**src/rtl/relay_mux_pkg.sv**
```systemverilog
//------------------------------------------------------------------
// shared constants and types of the relay command decoder
//------------------------------------------------------------------
package relay_mux_pkg;

   // register numbers on the backplane address lines
   localparam int REG_NUM_W = 3;
   localparam logic [2:0] REG_CARD_RESET = 3'h0; // card_reset_trigger
   localparam logic [2:0] REG_OPEN = 3'h3; // relay_open_command
   localparam logic [2:0] REG_CLOSE = 3'h6; // relay_close_command

   // backplane data width and command word width
   localparam int DATA_W = 16;
   localparam int CMD_W = 15;

   // command word field positions
   localparam int TREE_EN_BIT = 14;
   localparam int BANK_B_EN_BIT = 13;
   localparam int BANK_A_EN_BIT = 12;
   localparam int TREE_LSB = 8;
   localparam int BANK_B_LSB = 4;
   localparam int BANK_A_LSB = 0;

   // tree relay positions inside the four-bit tree field
   localparam int TREE_RELAY_BIT11 = 3;
   localparam int TREE_RELAY_BIT10 = 2;
   localparam int TREE_RELAY_BIT9 = 1;
   localparam int TREE_RELAY_BIT8 = 0;

   // bank code values: no channel closed, highest decimal digit
   localparam logic [3:0] BANK_IDLE = 4'hc;
   localparam logic [3:0] BCD_MAX = 4'h9;
   localparam logic [3:0] TREE_ALL_OPEN = 4'h0;
   localparam int BANK_CH = 10;

   // timing
   localparam real CLK_PERIOD_NS = 50.0;
   localparam real STROBE_PULSE_US = 100.0;
   localparam real RELAY_SETTLE_MS = 1.1;
   localparam int STROBE_CYC = int'($ceil(STROBE_PULSE_US * 1000.0 / CLK_PERIOD_NS));
   localparam int SETTLE_CYC = int'($ceil(RELAY_SETTLE_MS * 1.0e6 / CLK_PERIOD_NS));
   localparam int TIMER_W = 16;

   // command word as it arrives on the data lines
   typedef struct packed {
      logic spare;
      logic tree_en;
      logic bank_b_en;
      logic bank_a_en;
      logic [3:0] tree;
      logic [3:0] bank_b;
      logic [3:0] bank_a;
   } cmd_word_t;

   // relay state, also the layout of the status readback
   typedef struct packed {
      logic [3:0] tree;
      logic [3:0] bank_b;
      logic [3:0] bank_a;
   } relay_state_t;

   localparam relay_state_t RELAYS_RESET = {TREE_ALL_OPEN, BANK_IDLE, BANK_IDLE};

   // sequencing of one command
   typedef enum logic [2:0] {
      IDLE,
      OPEN_PULSE,
      CLOSE_WAIT,
      CLOSE_PULSE,
      SETTLE
   } seq_state_t;

endpackage : relay_mux_pkg

```
**src/rtl/relay_mux_command_decoder.sv**
```systemverilog
// How it works
// - reset-register write opens every relay
// - reset-register write aborts any pending sequence
// - all three resets give identical end state
// - open write pulses opening strobe, opens relays
// - close write pulses closing strobe, closes relays
// - closures wait until opening strobe ends
// - command word is fifteen bits, four fields
// - register number alone picks open or close
// - bits 14,13,12 enable tree, B, A
// - disabled groups stay untouched
// - any enable combination works in one write
// - tree bits 11 to 8 drive tree relays
// - bank A nibble is a BCD channel
// - bank nibbles decoded independently, when enabled
// - bank B code n selects channel 10+n
// - busy flag while a command executes
// - status readback updates after relays settle
`timescale 1ns/100ps
`default_nettype none

module relay_mux_command_decoder #(
   parameter int SETTLE_CYCLES = relay_mux_pkg::SETTLE_CYC
) (
   // clock, reset, enable
   input wire logic sys_clk,
   input wire logic rst_b,
   input wire logic ce,
   // backplane write cycle and resets
   input wire logic [relay_mux_pkg::REG_NUM_W-1:0] bp_addr,
   input wire logic [relay_mux_pkg::DATA_W-1:0] bp_data,
   input wire logic bp_write_b,
   input wire logic bp_reset_b,
   input wire logic slot_reset_b,
   // shared opening strobe line, open drain
   input wire logic opening_in,
   output logic opening_out,
   output logic opening_oe,
   // closing strobe line, open drain
   output logic closing_out,
   output logic closing_oe,
   // relay drive
   output var relay_mux_pkg::relay_state_t relays,
   output logic [relay_mux_pkg::BANK_CH-1:0] bank_a_relay,
   output logic [relay_mux_pkg::BANK_CH-1:0] bank_b_relay,
   // readable status
   output logic busy,
   output var relay_mux_pkg::relay_state_t relay_status
);
   import relay_mux_pkg::*;

   // refuse timer counts that the shared counter cannot hold
   if (SETTLE_CYCLES < 1 || SETTLE_CYCLES >= (1 << TIMER_W)
       || STROBE_CYC < 1 || STROBE_CYC >= (1 << TIMER_W)) begin : g_bad_timer
      $error("relay_mux_command_decoder: timer counts out of range");
   end

   //---------------------------------------------------------------
   // functions
   //---------------------------------------------------------------

   // one-hot relay drive of a BCD code, none for idle or illegal codes
   function automatic logic [BANK_CH-1:0] bcd_one_hot(input logic [3:0] code);
      logic [BANK_CH-1:0] hot;
      hot = '0;
      if (code <= BCD_MAX) begin
         hot[code] = 1'b1;
      end
      return hot;
   endfunction : bcd_one_hot

   // next code of one bank for an enabled open or close
   function automatic logic [3:0] bank_next(input logic [3:0] cur, input logic [3:0] sel,
                                            input logic en, input logic close);
      logic [3:0] nxt;
      nxt = cur;
      if (en && sel <= BCD_MAX) begin
         if (close) begin
            nxt = sel;
         end else if (cur == sel) begin
            nxt = BANK_IDLE;
         end
      end
      return nxt;
   endfunction : bank_next

   // whole command word applied to the relay state
   function automatic relay_state_t apply_word(input relay_state_t cur, input cmd_word_t cmd,
                                               input logic close);
      relay_state_t nxt;
      nxt = cur;
      if (cmd.tree_en) begin
         nxt.tree = close ? (cur.tree | cmd.tree) : (cur.tree & ~cmd.tree);
      end
      // every group checked on its own, so any mix of enables acts at once
      nxt.bank_a = bank_next(cur.bank_a, cmd.bank_a, cmd.bank_a_en, close);
      nxt.bank_b = bank_next(cur.bank_b, cmd.bank_b, cmd.bank_b_en, close);
      return nxt;
   endfunction : apply_word

   //---------------------------------------------------------------
   // backplane synchronisers
   //---------------------------------------------------------------

   logic wr_b_s1, wr_b_s2, wr_b_s3;
   logic bpr_s1, bpr_s2, slr_s1, slr_s2;
   logic open_s1, open_s2;
   logic [REG_NUM_W-1:0] addr_s1, addr_s2;
   logic [DATA_W-1:0] data_s1, data_s2;

   // two flops on every pin, a third on the write strobe for its edge
   always_ff @(posedge sys_clk) begin
      if (!rst_b) begin
         wr_b_s1 <= 1'b1;
         wr_b_s2 <= 1'b1;
         wr_b_s3 <= 1'b1;
         bpr_s1 <= 1'b1;
         bpr_s2 <= 1'b1;
         slr_s1 <= 1'b1;
         slr_s2 <= 1'b1;
         open_s1 <= 1'b0;
         open_s2 <= 1'b0;
         addr_s1 <= '0;
         addr_s2 <= '0;
         data_s1 <= '0;
         data_s2 <= '0;
      end else if (ce) begin
         wr_b_s1 <= bp_write_b;
         wr_b_s2 <= wr_b_s1;
         wr_b_s3 <= wr_b_s2;
         bpr_s1 <= bp_reset_b;
         bpr_s2 <= bpr_s1;
         slr_s1 <= slot_reset_b;
         slr_s2 <= slr_s1;
         open_s1 <= opening_in;
         open_s2 <= open_s1;
         addr_s1 <= bp_addr;
         addr_s2 <= addr_s1;
         data_s1 <= bp_data;
         data_s2 <= data_s1;
      end
   end

   //---------------------------------------------------------------
   // write decode
   //---------------------------------------------------------------

   logic wr_fall, wr_reset, card_clear, accept, acc_open, acc_close;
   cmd_word_t cmd, pend;
   seq_state_t state, next_state;
   logic [TIMER_W-1:0] timer;

   // the write is taken on the falling edge of the synced strobe
   assign wr_fall = !wr_b_s2 && wr_b_s3;
   assign wr_reset = wr_fall && (addr_s2 == REG_CARD_RESET);
   // one clear for reset write, backplane reset and slot reset
   assign card_clear = wr_reset || !bpr_s2 || !slr_s2;
   // a command while busy is dropped; pacing is up to the controller
   assign accept = wr_fall && (state == IDLE) && !card_clear;
   assign acc_open = accept && (addr_s2 == REG_OPEN);
   assign acc_close = accept && (addr_s2 == REG_CLOSE);
   // bit 15 is carried but never read
   assign cmd = cmd_word_t'(data_s2);

   // pending close word held until the opening strobe is gone
   always_ff @(posedge sys_clk) begin
      if (!rst_b) begin
         pend <= '0;
      end else if (ce) begin
         if (acc_close) begin
            pend <= cmd;
         end
      end
   end

   //---------------------------------------------------------------
   // sequencer
   //---------------------------------------------------------------

   // next sequence state
   always_comb begin
      next_state = state;
      unique case (state)
         IDLE: begin
            if (acc_open) begin
               next_state = OPEN_PULSE;
            end else if (acc_close) begin
               next_state = CLOSE_WAIT;
            end
         end
         OPEN_PULSE: begin
            if (timer == '0) begin
               next_state = SETTLE;
            end
         end
         CLOSE_WAIT: begin
            if (!open_s2) begin
               next_state = CLOSE_PULSE;
            end
         end
         CLOSE_PULSE: begin
            if (timer == '0) begin
               next_state = SETTLE;
            end
         end
         SETTLE: begin
            if (timer == '0) begin
               next_state = IDLE;
            end
         end
      endcase
      if (card_clear) begin
         next_state = IDLE;
      end
   end

   // state register and the one timer shared by pulse and settle
   always_ff @(posedge sys_clk) begin
      if (!rst_b) begin
         state <= IDLE;
         timer <= '0;
      end else if (ce) begin
         state <= next_state;
         if (next_state != state) begin
            if (next_state == SETTLE) begin
               timer <= TIMER_W'(SETTLE_CYCLES - 1);
            end else begin
               timer <= TIMER_W'(STROBE_CYC - 1);
            end
         end else if (timer != '0) begin
            timer <= timer - 1'b1;
         end
      end
   end

   // strobes and busy flag, all registered
   always_ff @(posedge sys_clk) begin
      if (!rst_b) begin
         opening_out <= 1'b0;
         opening_oe <= 1'b0;
         closing_out <= 1'b0;
         closing_oe <= 1'b0;
         busy <= 1'b0;
      end else if (ce) begin
         opening_out <= 1'b0;
         closing_out <= 1'b0;
         opening_oe <= (next_state == OPEN_PULSE);
         closing_oe <= (next_state == CLOSE_PULSE);
         busy <= (next_state != IDLE);
      end
   end

   //---------------------------------------------------------------
   // relay state
   //---------------------------------------------------------------

   relay_state_t next_relays;

   // opens act at once, closures only on entering the closing pulse
   always_comb begin
      next_relays = relays;
      if (card_clear) begin
         next_relays = RELAYS_RESET;
      end else if (acc_open) begin
         next_relays = apply_word(relays, cmd, 1'b0);
      end else if (state == CLOSE_WAIT && !open_s2) begin
         next_relays = apply_word(relays, pend, 1'b1);
      end
   end

   // relay codes and their one-hot drives move together
   always_ff @(posedge sys_clk) begin
      if (!rst_b) begin
         relays <= RELAYS_RESET;
         bank_a_relay <= '0;
         bank_b_relay <= '0;
      end else if (ce) begin
         relays <= next_relays;
         bank_a_relay <= bcd_one_hot(next_relays.bank_a);
         bank_b_relay <= bcd_one_hot(next_relays.bank_b);
      end
   end

   // readback copies the relays only once the settle time has run out
   always_ff @(posedge sys_clk) begin
      if (!rst_b) begin
         relay_status <= RELAYS_RESET;
      end else if (ce) begin
         if (card_clear) begin
            relay_status <= RELAYS_RESET;
         end else if (state == SETTLE && timer == '0) begin
            relay_status <= relays;
         end
      end
   end
endmodule : relay_mux_command_decoder

`default_nettype wire

```
**config.mk**
```make
export PLATFORM = sky130hd
export DESIGN_NAME = relay_mux_command_decoder
export DESIGN_NICKNAME = d
export VERILOG_FILES = /design/src/rtl/relay_mux_pkg.sv /design/src/rtl/relay_mux_command_decoder.sv
export SDC_FILE = /design/constraint.sdc
export NUM_CORES = 1
export LEC_CHECK = 0
export BUFFER_PORTS_ARGS = -buffer_cell sky130_fd_sc_hd__buf_2
export CAP_MARGIN = 20
export CORE_MARGIN = 4
export CORE_UTILIZATION = 42
export DETAILED_ROUTE_END_ITERATION = 8
export HOLD_SLACK_MARGIN = 0.08
export SLEW_MARGIN = 20
export SYNTH_ARGS = -nofsm -noshare
export SYNTH_HDL_FRONTEND = slang
export SYNTH_SLANG_ARGS = --single-unit
```
**constraint.sdc**
```tcl
create_clock -name sys_clk -period 4.56 [get_ports sys_clk]
set_clock_uncertainty 0.15 [all_clocks]
set_input_delay 0.912 -clock sys_clk [delete_from_list [all_inputs] [get_ports sys_clk]]
set_output_delay 0.912 -clock sys_clk [all_outputs]
set_load 0.05 [all_outputs]
```
; ---- Yosys cells after proc, flatten, opt, wreduce, memory -nomap -nowiden
; Index checks and enable logic that the tools add are counted.
[totals]
regBits = 126
inputBits = 26
elab_cells = 123
output_inout_bits = 49
[op_classes]
muxes = 29
bitwise_logic = 3
add_sub_neg = 1
reduce_logical = 35
eq_ne = 13
n_lt_le_gt_ge = 10
[op_table]
columns = cell, count
row1 = $mux 12, 5
row2 = $mux 16, 2
row3 = $mux 4, 8
row4 = $le 4x4->1 const B, 6
row5 = $mux 10, 2
row6 = $mux 3, 6
row7 = $logic_not 16->1, 1
row8 = $reduce_bool 16->1, 1
row9 = $sub 16x1->16 const B, 1
row10 = $mux 15, 1
row11 = $logic_and 1x1->1, 14
row12 = $eq 3x2->1 const B, 4
row13 = $pmux 3 s4, 1
row14 = $lt 4x5->1 const B, 2
row15 = $eq 3x3->1 const B, 3
row16 = $reduce_bool 3->1, 3
row17 = $demux 1 s4, 2
row18 = $eq 4x4->1, 2
row19 = $ge 4x1->1 const B, 2
row20 = $eq 3x1->1 const B, 2
row21 = $logic_not 3->1, 2
row22 = $reduce_and 2->1, 3
row23 = $logic_not 1->1, 5
row24 = $and 4x4->4, 1
row25 = 9 further kinds, 12

; ---- Logic depth before layout (Yosys ltp)
[depth]
word_depth = 15
depth_mapped = 9
mapped_depth_nobuf = 8

; ---- Worst setup path after synthesis
; OpenSTA, ideal clock, no wires.
[synth_path]
path_type = flip-flop to flip-flop
startpoint = register state[0]
endpoint = register bank_b_relay[6] in the netlist's numbering
t_arrival_ns = 2.515
path_slack_ns = 1.824
n_path_buf = 2
stages_incl_launch_ff = 9
required_ns = 4.340
setup_time_ns = 0.070
cell_sequence = dfxtp_1 -> buf_6 -> or3_4 -> or4_1 -> buf_2 -> and4_1 -> a211oi_2 -> or4b_1 -> a21oi_1
[synth_via]
elab_chain_len = 11
[synth_lines]
columns = item, line_no
row1 = "start, declared", relay_mux_command_decoder.sv:150  ; seq_state_t state, next_state;
row2 = "start signal, assigned", relay_mux_command_decoder.sv:223  ; state <= next_state;
row3 = $logic_not 3->1, relay_mux_command_decoder.sv:159  ; assign accept = wr_fall && (state == IDLE) && !card_clear;
row4 = $logic_and 1x1->1 (2 in a row), relay_mux_command_decoder.sv:159
row5 = $logic_and 1x1->1, relay_mux_command_decoder.sv:160  ; assign acc_open = accept && (addr_s2 == REG_OPEN);
row6 = $mux 12 (*), relay_mux_command_decoder.sv:264  ; end else if (acc_open) begin
row7 = $mux 12 (*), relay_mux_command_decoder.sv:262  ; if (card_clear) begin
row8 = $lt 4x5->1 (not written as such) or $ge 4x1->1 (tied branches), relay_mux_command_decoder.sv:67  ; hot[code] = 1'b1;
row9 = $logic_and 1x1->1 (not written as such), relay_mux_command_decoder.sv:67
row10 = $mux 1 (not written as such), relay_mux_command_decoder.sv:67
row11 = $demux 1 s4, relay_mux_command_decoder.sv:67
row12 = $mux 10 (*), relay_mux_command_decoder.sv:66  ; if (code <= BCD_MAX) begin
row13 = "end signal, assigned", relay_mux_command_decoder.sv:280  ; bank_b_relay <= bcd_one_hot(next_relays.bank_b);
row14 = "end, declared", relay_mux_command_decoder.sv:45  ; output logic [relay_mux_pkg::BANK_CH-1:0] bank_b_relay,
; Every way passes the cells marked *; elsewhere a longest branch is shown, timed or not. The select of a mux whose other input is x is not followed.
; A chain may end at the register's enable or synchronous reset.

; ---- Final worst setup path
; Same ends and word-level chain as after synthesis.

==> summary.md <==
| Metric | Value |
|---|---|
| First-pass GRT wire length | `23,400 um` |
| Non-Filler Instances | `884` |
| Post-CTS Hold Fix Bufs | `0` |
| Vias per std cell | `5.64` |
| Worst R2R Setup Slack | `around 1.2 ns` |
| Post_cts resized | `0` |
| Vias post-DR | `4,985` |
| Hold Crit Endpoint | `relay_status[1]` |
| Period utilisation layout | `72.6%` |
| Setup Buffers After CTS | `0` |
| Post-place setup slack | `1.25 ns` |
| Root Buffer | `clkbuf_16` |
| Gr ovfl total | `0` |
| Cell Count Post-Placement | `852` |
| CTS tree | `done` |
| Peak supply drop | `271 uV` |
| Synth top area share | `44.9%` |
| Cell area after synthesis | `5620 um2` |
| CP Class | `flip-flop to flip-flop` |
| Min Hold Slack | `between 0.2 and 0.3 ns` |
| Startpoint types | `flip-flop` |
| Avg Synthesized Cell Area | `between 8 and 9 um2` |
| Vias in the first global route | `about 4,600` |
| Synth async-reset ratio | `0%` |
| Top cells by area, synth | `dfxtp_1 45%, mux2i_1 10%, nor2_1 5.4%` |
| Hold Path Origin | `relay_status[1]` |
| Syn Inst Count | `642` |
| Share of layout cells above drive strength 1 | `17.7%` |
| Leakage | `2.78 nW` |
| Largest net degree at the start of global routing | `roughly 60` |
| Power Dens Cells | `513 nW/um2` |
| Reg-to-Reg Start | `state[0]` |
| Area Growth Syn to Fin | `19.3%` |
| Worst slew margin | `38.6%` |
| Antenna diode count | `0` |
| Nets | `726` |
| Flops & latches, synth | `126` |
| Die height | `124 um` |
| Routability cong. | `around 0.85` |
| Multi-input gate area | `2870 um2` |
| Status | `completed` |
| Die footprint | `15,300 um2` |
| Global Route Usage Sum | `around a fifth` |
| Crit end category | `flip-flop` |
| WP data required | `4.75 ns` |
| Library cells used by synthesis | `65` |
| Std-Cell Core Area | `12,900 um2` |
| Worst-Skew Late Latency | `0.42 ns` |
| Max clock buf depth | `2` |
| Reg area | `between 2000 and 3000 um2` |
| Worst Setup Slack, final | `around 1.2 ns` |
| Crit-path cells | `or3_4 > or4_1 > and4_1 > a211oi_2 > or4b_1 > a21oi_1` |
| Final setup vio count | `0` |
| Fill cells | `1,197` |
| Crit path max-delay family | `simple AND/OR/NAND/NOR gates` |
| Initial Util | `43.6%` |
| Post-layout minimum cycle time | `3.31 ns` |
| Unrepaired setup endpoints after global routing | `no` |
| CP bufs+invs | `0` |
| TNS Setup | `0 ns` |
| Clk slew on worst S/H paths | `0.06 ns` |
| Post-synth EDFFs | `0` |
| Die Wd | `around 120 um` |
| FF-to-FF path depth | `6` |
| Fmax | `a little over 300 MHz` |
| Cell Rows | `41` |
| Number of port buffers | `71` |
| Clock sinks | `126` |
| Post-DR wirelength/cell | `16.5 um` |
| MaxCap Viol Count | `0` |
| CP max stage delay | `approximately 0.84 ns` |
| Main synth FF type | `dfxtp_1` |
| Yosys Warn Count | `0` |
| Data arrival time of the critical path | `3.51 ns` |
| DRC Markers | `0` |
| HPWL Detailed | `approximately 10,000 um` |
| Area leader, netlist | `dfxtp_1` |
| Placed cell area | `6080 um2` |
| Drt pass-1 iters | `5` |
| Final hold violation count | `0` |
| DR iter-0 viols | `397` |
| Hold Crit Depth | `2` |
| Io pins | `between 70 and 80` |
| Initial antenna violation count | `0` |
| CTS H-tree depth | `4` |
| Worst-Margin Slew | `0.913 ns` |
| CP max FO | `18` |
| WL final | `14,600 um` |
| Worst reg2reg endpoint | `bank_b_relay[6]` |
| Post-route cell area | `about 6700 um2` |
| CTS Buf Count | `17` |
| Register area share after synthesis | `44.9%` |
| Hold Path Class | `flip-flop to flip-flop` |
| DRT antenna net count | `0` |
| Slew Viols, Final | `0` |
| Crit-path slowest cell | `or4_1` |
registers in the layout (all words and copies together), names as in the netlist, 3 cells and up:
signal,cells
relay_status,12
data_s1,15
addr_s2,3
state,3
bank_b_relay,10
addr_s1,3
pend,15
cmd,15
timer,16
bank_a_relay,10
relays,12
worst max path at each step:
stage,slack (ns),depth (start not counted),start,to
6_report,1.25,6,state[0],bank_b_relay[6]
5_1_grt,1.09,6,state[0],bank_b_relay[6]
4_1_cts,1.23,6,state[0],bank_b_relay[6]
3_5_place_dp,1.25,6,state[0],bank_b_relay[6]
3_3_place_gp,1.27,6,state[0],timer[4]
2_1_floorplan,1.82,8,state[0],bank_b_relay[6]
metrics by stage:
step | util, % | total power (W)
2_1_floorplan | - | 0.00186
3_3_place_gp | 47.2 | 0.00202
3_5_place_dp | 47.2 | 0.00203
4_1_cts | 52.0 | 0.00345
5_1_grt | 52.0 | 0.00360
6_report | 52.0 | 0.00344
report_power, final:
group | leakage [nW] | switching (W) | total (W) | internal [W]
clock network | 0.300 | 0.000501 | 0.00142 | 0.000914
logic | 1.46 | 0.000477 | 0.000746 | 0.000269
registers | 1.03 | 0.0000910 | 0.00128 | 0.00119
tightest hold or removal path, cell delays in order, from the launching register on:
cell and delay [ns]:
dfxtp_1 0.31, nand2_1 0.05, a21oi_1 0.05
area by class of cell:
type                            count  area share (%)
Clock inverter                     14            2.84
Sequential cell                   126            37.6
Timing Repair Buffer               79            6.24
Multi-Input combinational cell    461            42.9
Clock buffer                       18            6.41
Tap cell                          172            3.21
Inverter                           14           0.784
kinds of logic (layout without fill, tap and decap cells):
| logic type | after synthesis | count (layout) | share of synthesized area (%) |
|---|---|---|---|
| AND/OR/NAND/NOR | 251 | 251 | 22.8 |
| AO/OA/AOI/OAI | 145 | 145 | 16.9 |
| flip-flops | 126 | 126 | 44.9 |
| multiplexers | 58 | 58 | 10.3 |
| buffers and inverters | 56 | 125 | 4.14 |
| XOR/XNOR | 4 | 4 | 0.624 |
| adder cells (fa/ha/maj) | 1 | 1 | 0.223 |
| other | 1 | 2 | 0.0668 |
layout by cell type, fill, tap and decap left out, types with 7 or more instances in the layout:
cell and instances:
or4_1 8, o21ai_0 35, buf_4 9, nor3_1 12
clkbuf_16 17, inv_1 12, nor4_1 10, nand4_1 7
nand3b_1 7, nor2_1 81, mux2i_1 58, nand4b_1 7
o31ai_1 10, nand3_1 22, a21oi_1 36, buf_2 70
nand2_1 59, dfxtp_1 126, a211oi_1 11, o211ai_1 9
cell usage after synthesis, types with 4 or more instances:
cell type	count
o21ai_0	35
o31ai_1	10
nand3_1	22
o211ai_1	9
inv_1	13
nor3_1	12
a21oi_1	36
nand2_1	59
buf_1	6
buf_2	6
a31oi_1	5
o211a_1	4
nand3b_1	7
a211oi_1	11
clkbuf_1	27
nor2_1	81
nand4_1	7
o22ai_1	4
mux2i_1	58
nor4_1	11
or4_1	8
nand4b_1	7
o21a_1	6
nand2b_1	6
a31o_2	4
nor4b_1	4
dfxtp_1	126
metal layers:
| layer | routed length (um) | track usage, % |
|---|---|---|
| met2 | 6990 | 32.1 |
| met4 | 241 | 7.54 |
| met3 | 639 | 4.04 |
| met1 | 6750 | 25.6 |
| met5 | 0 | 0 |
No activity file was read; power rests on OpenSTA's default activity.
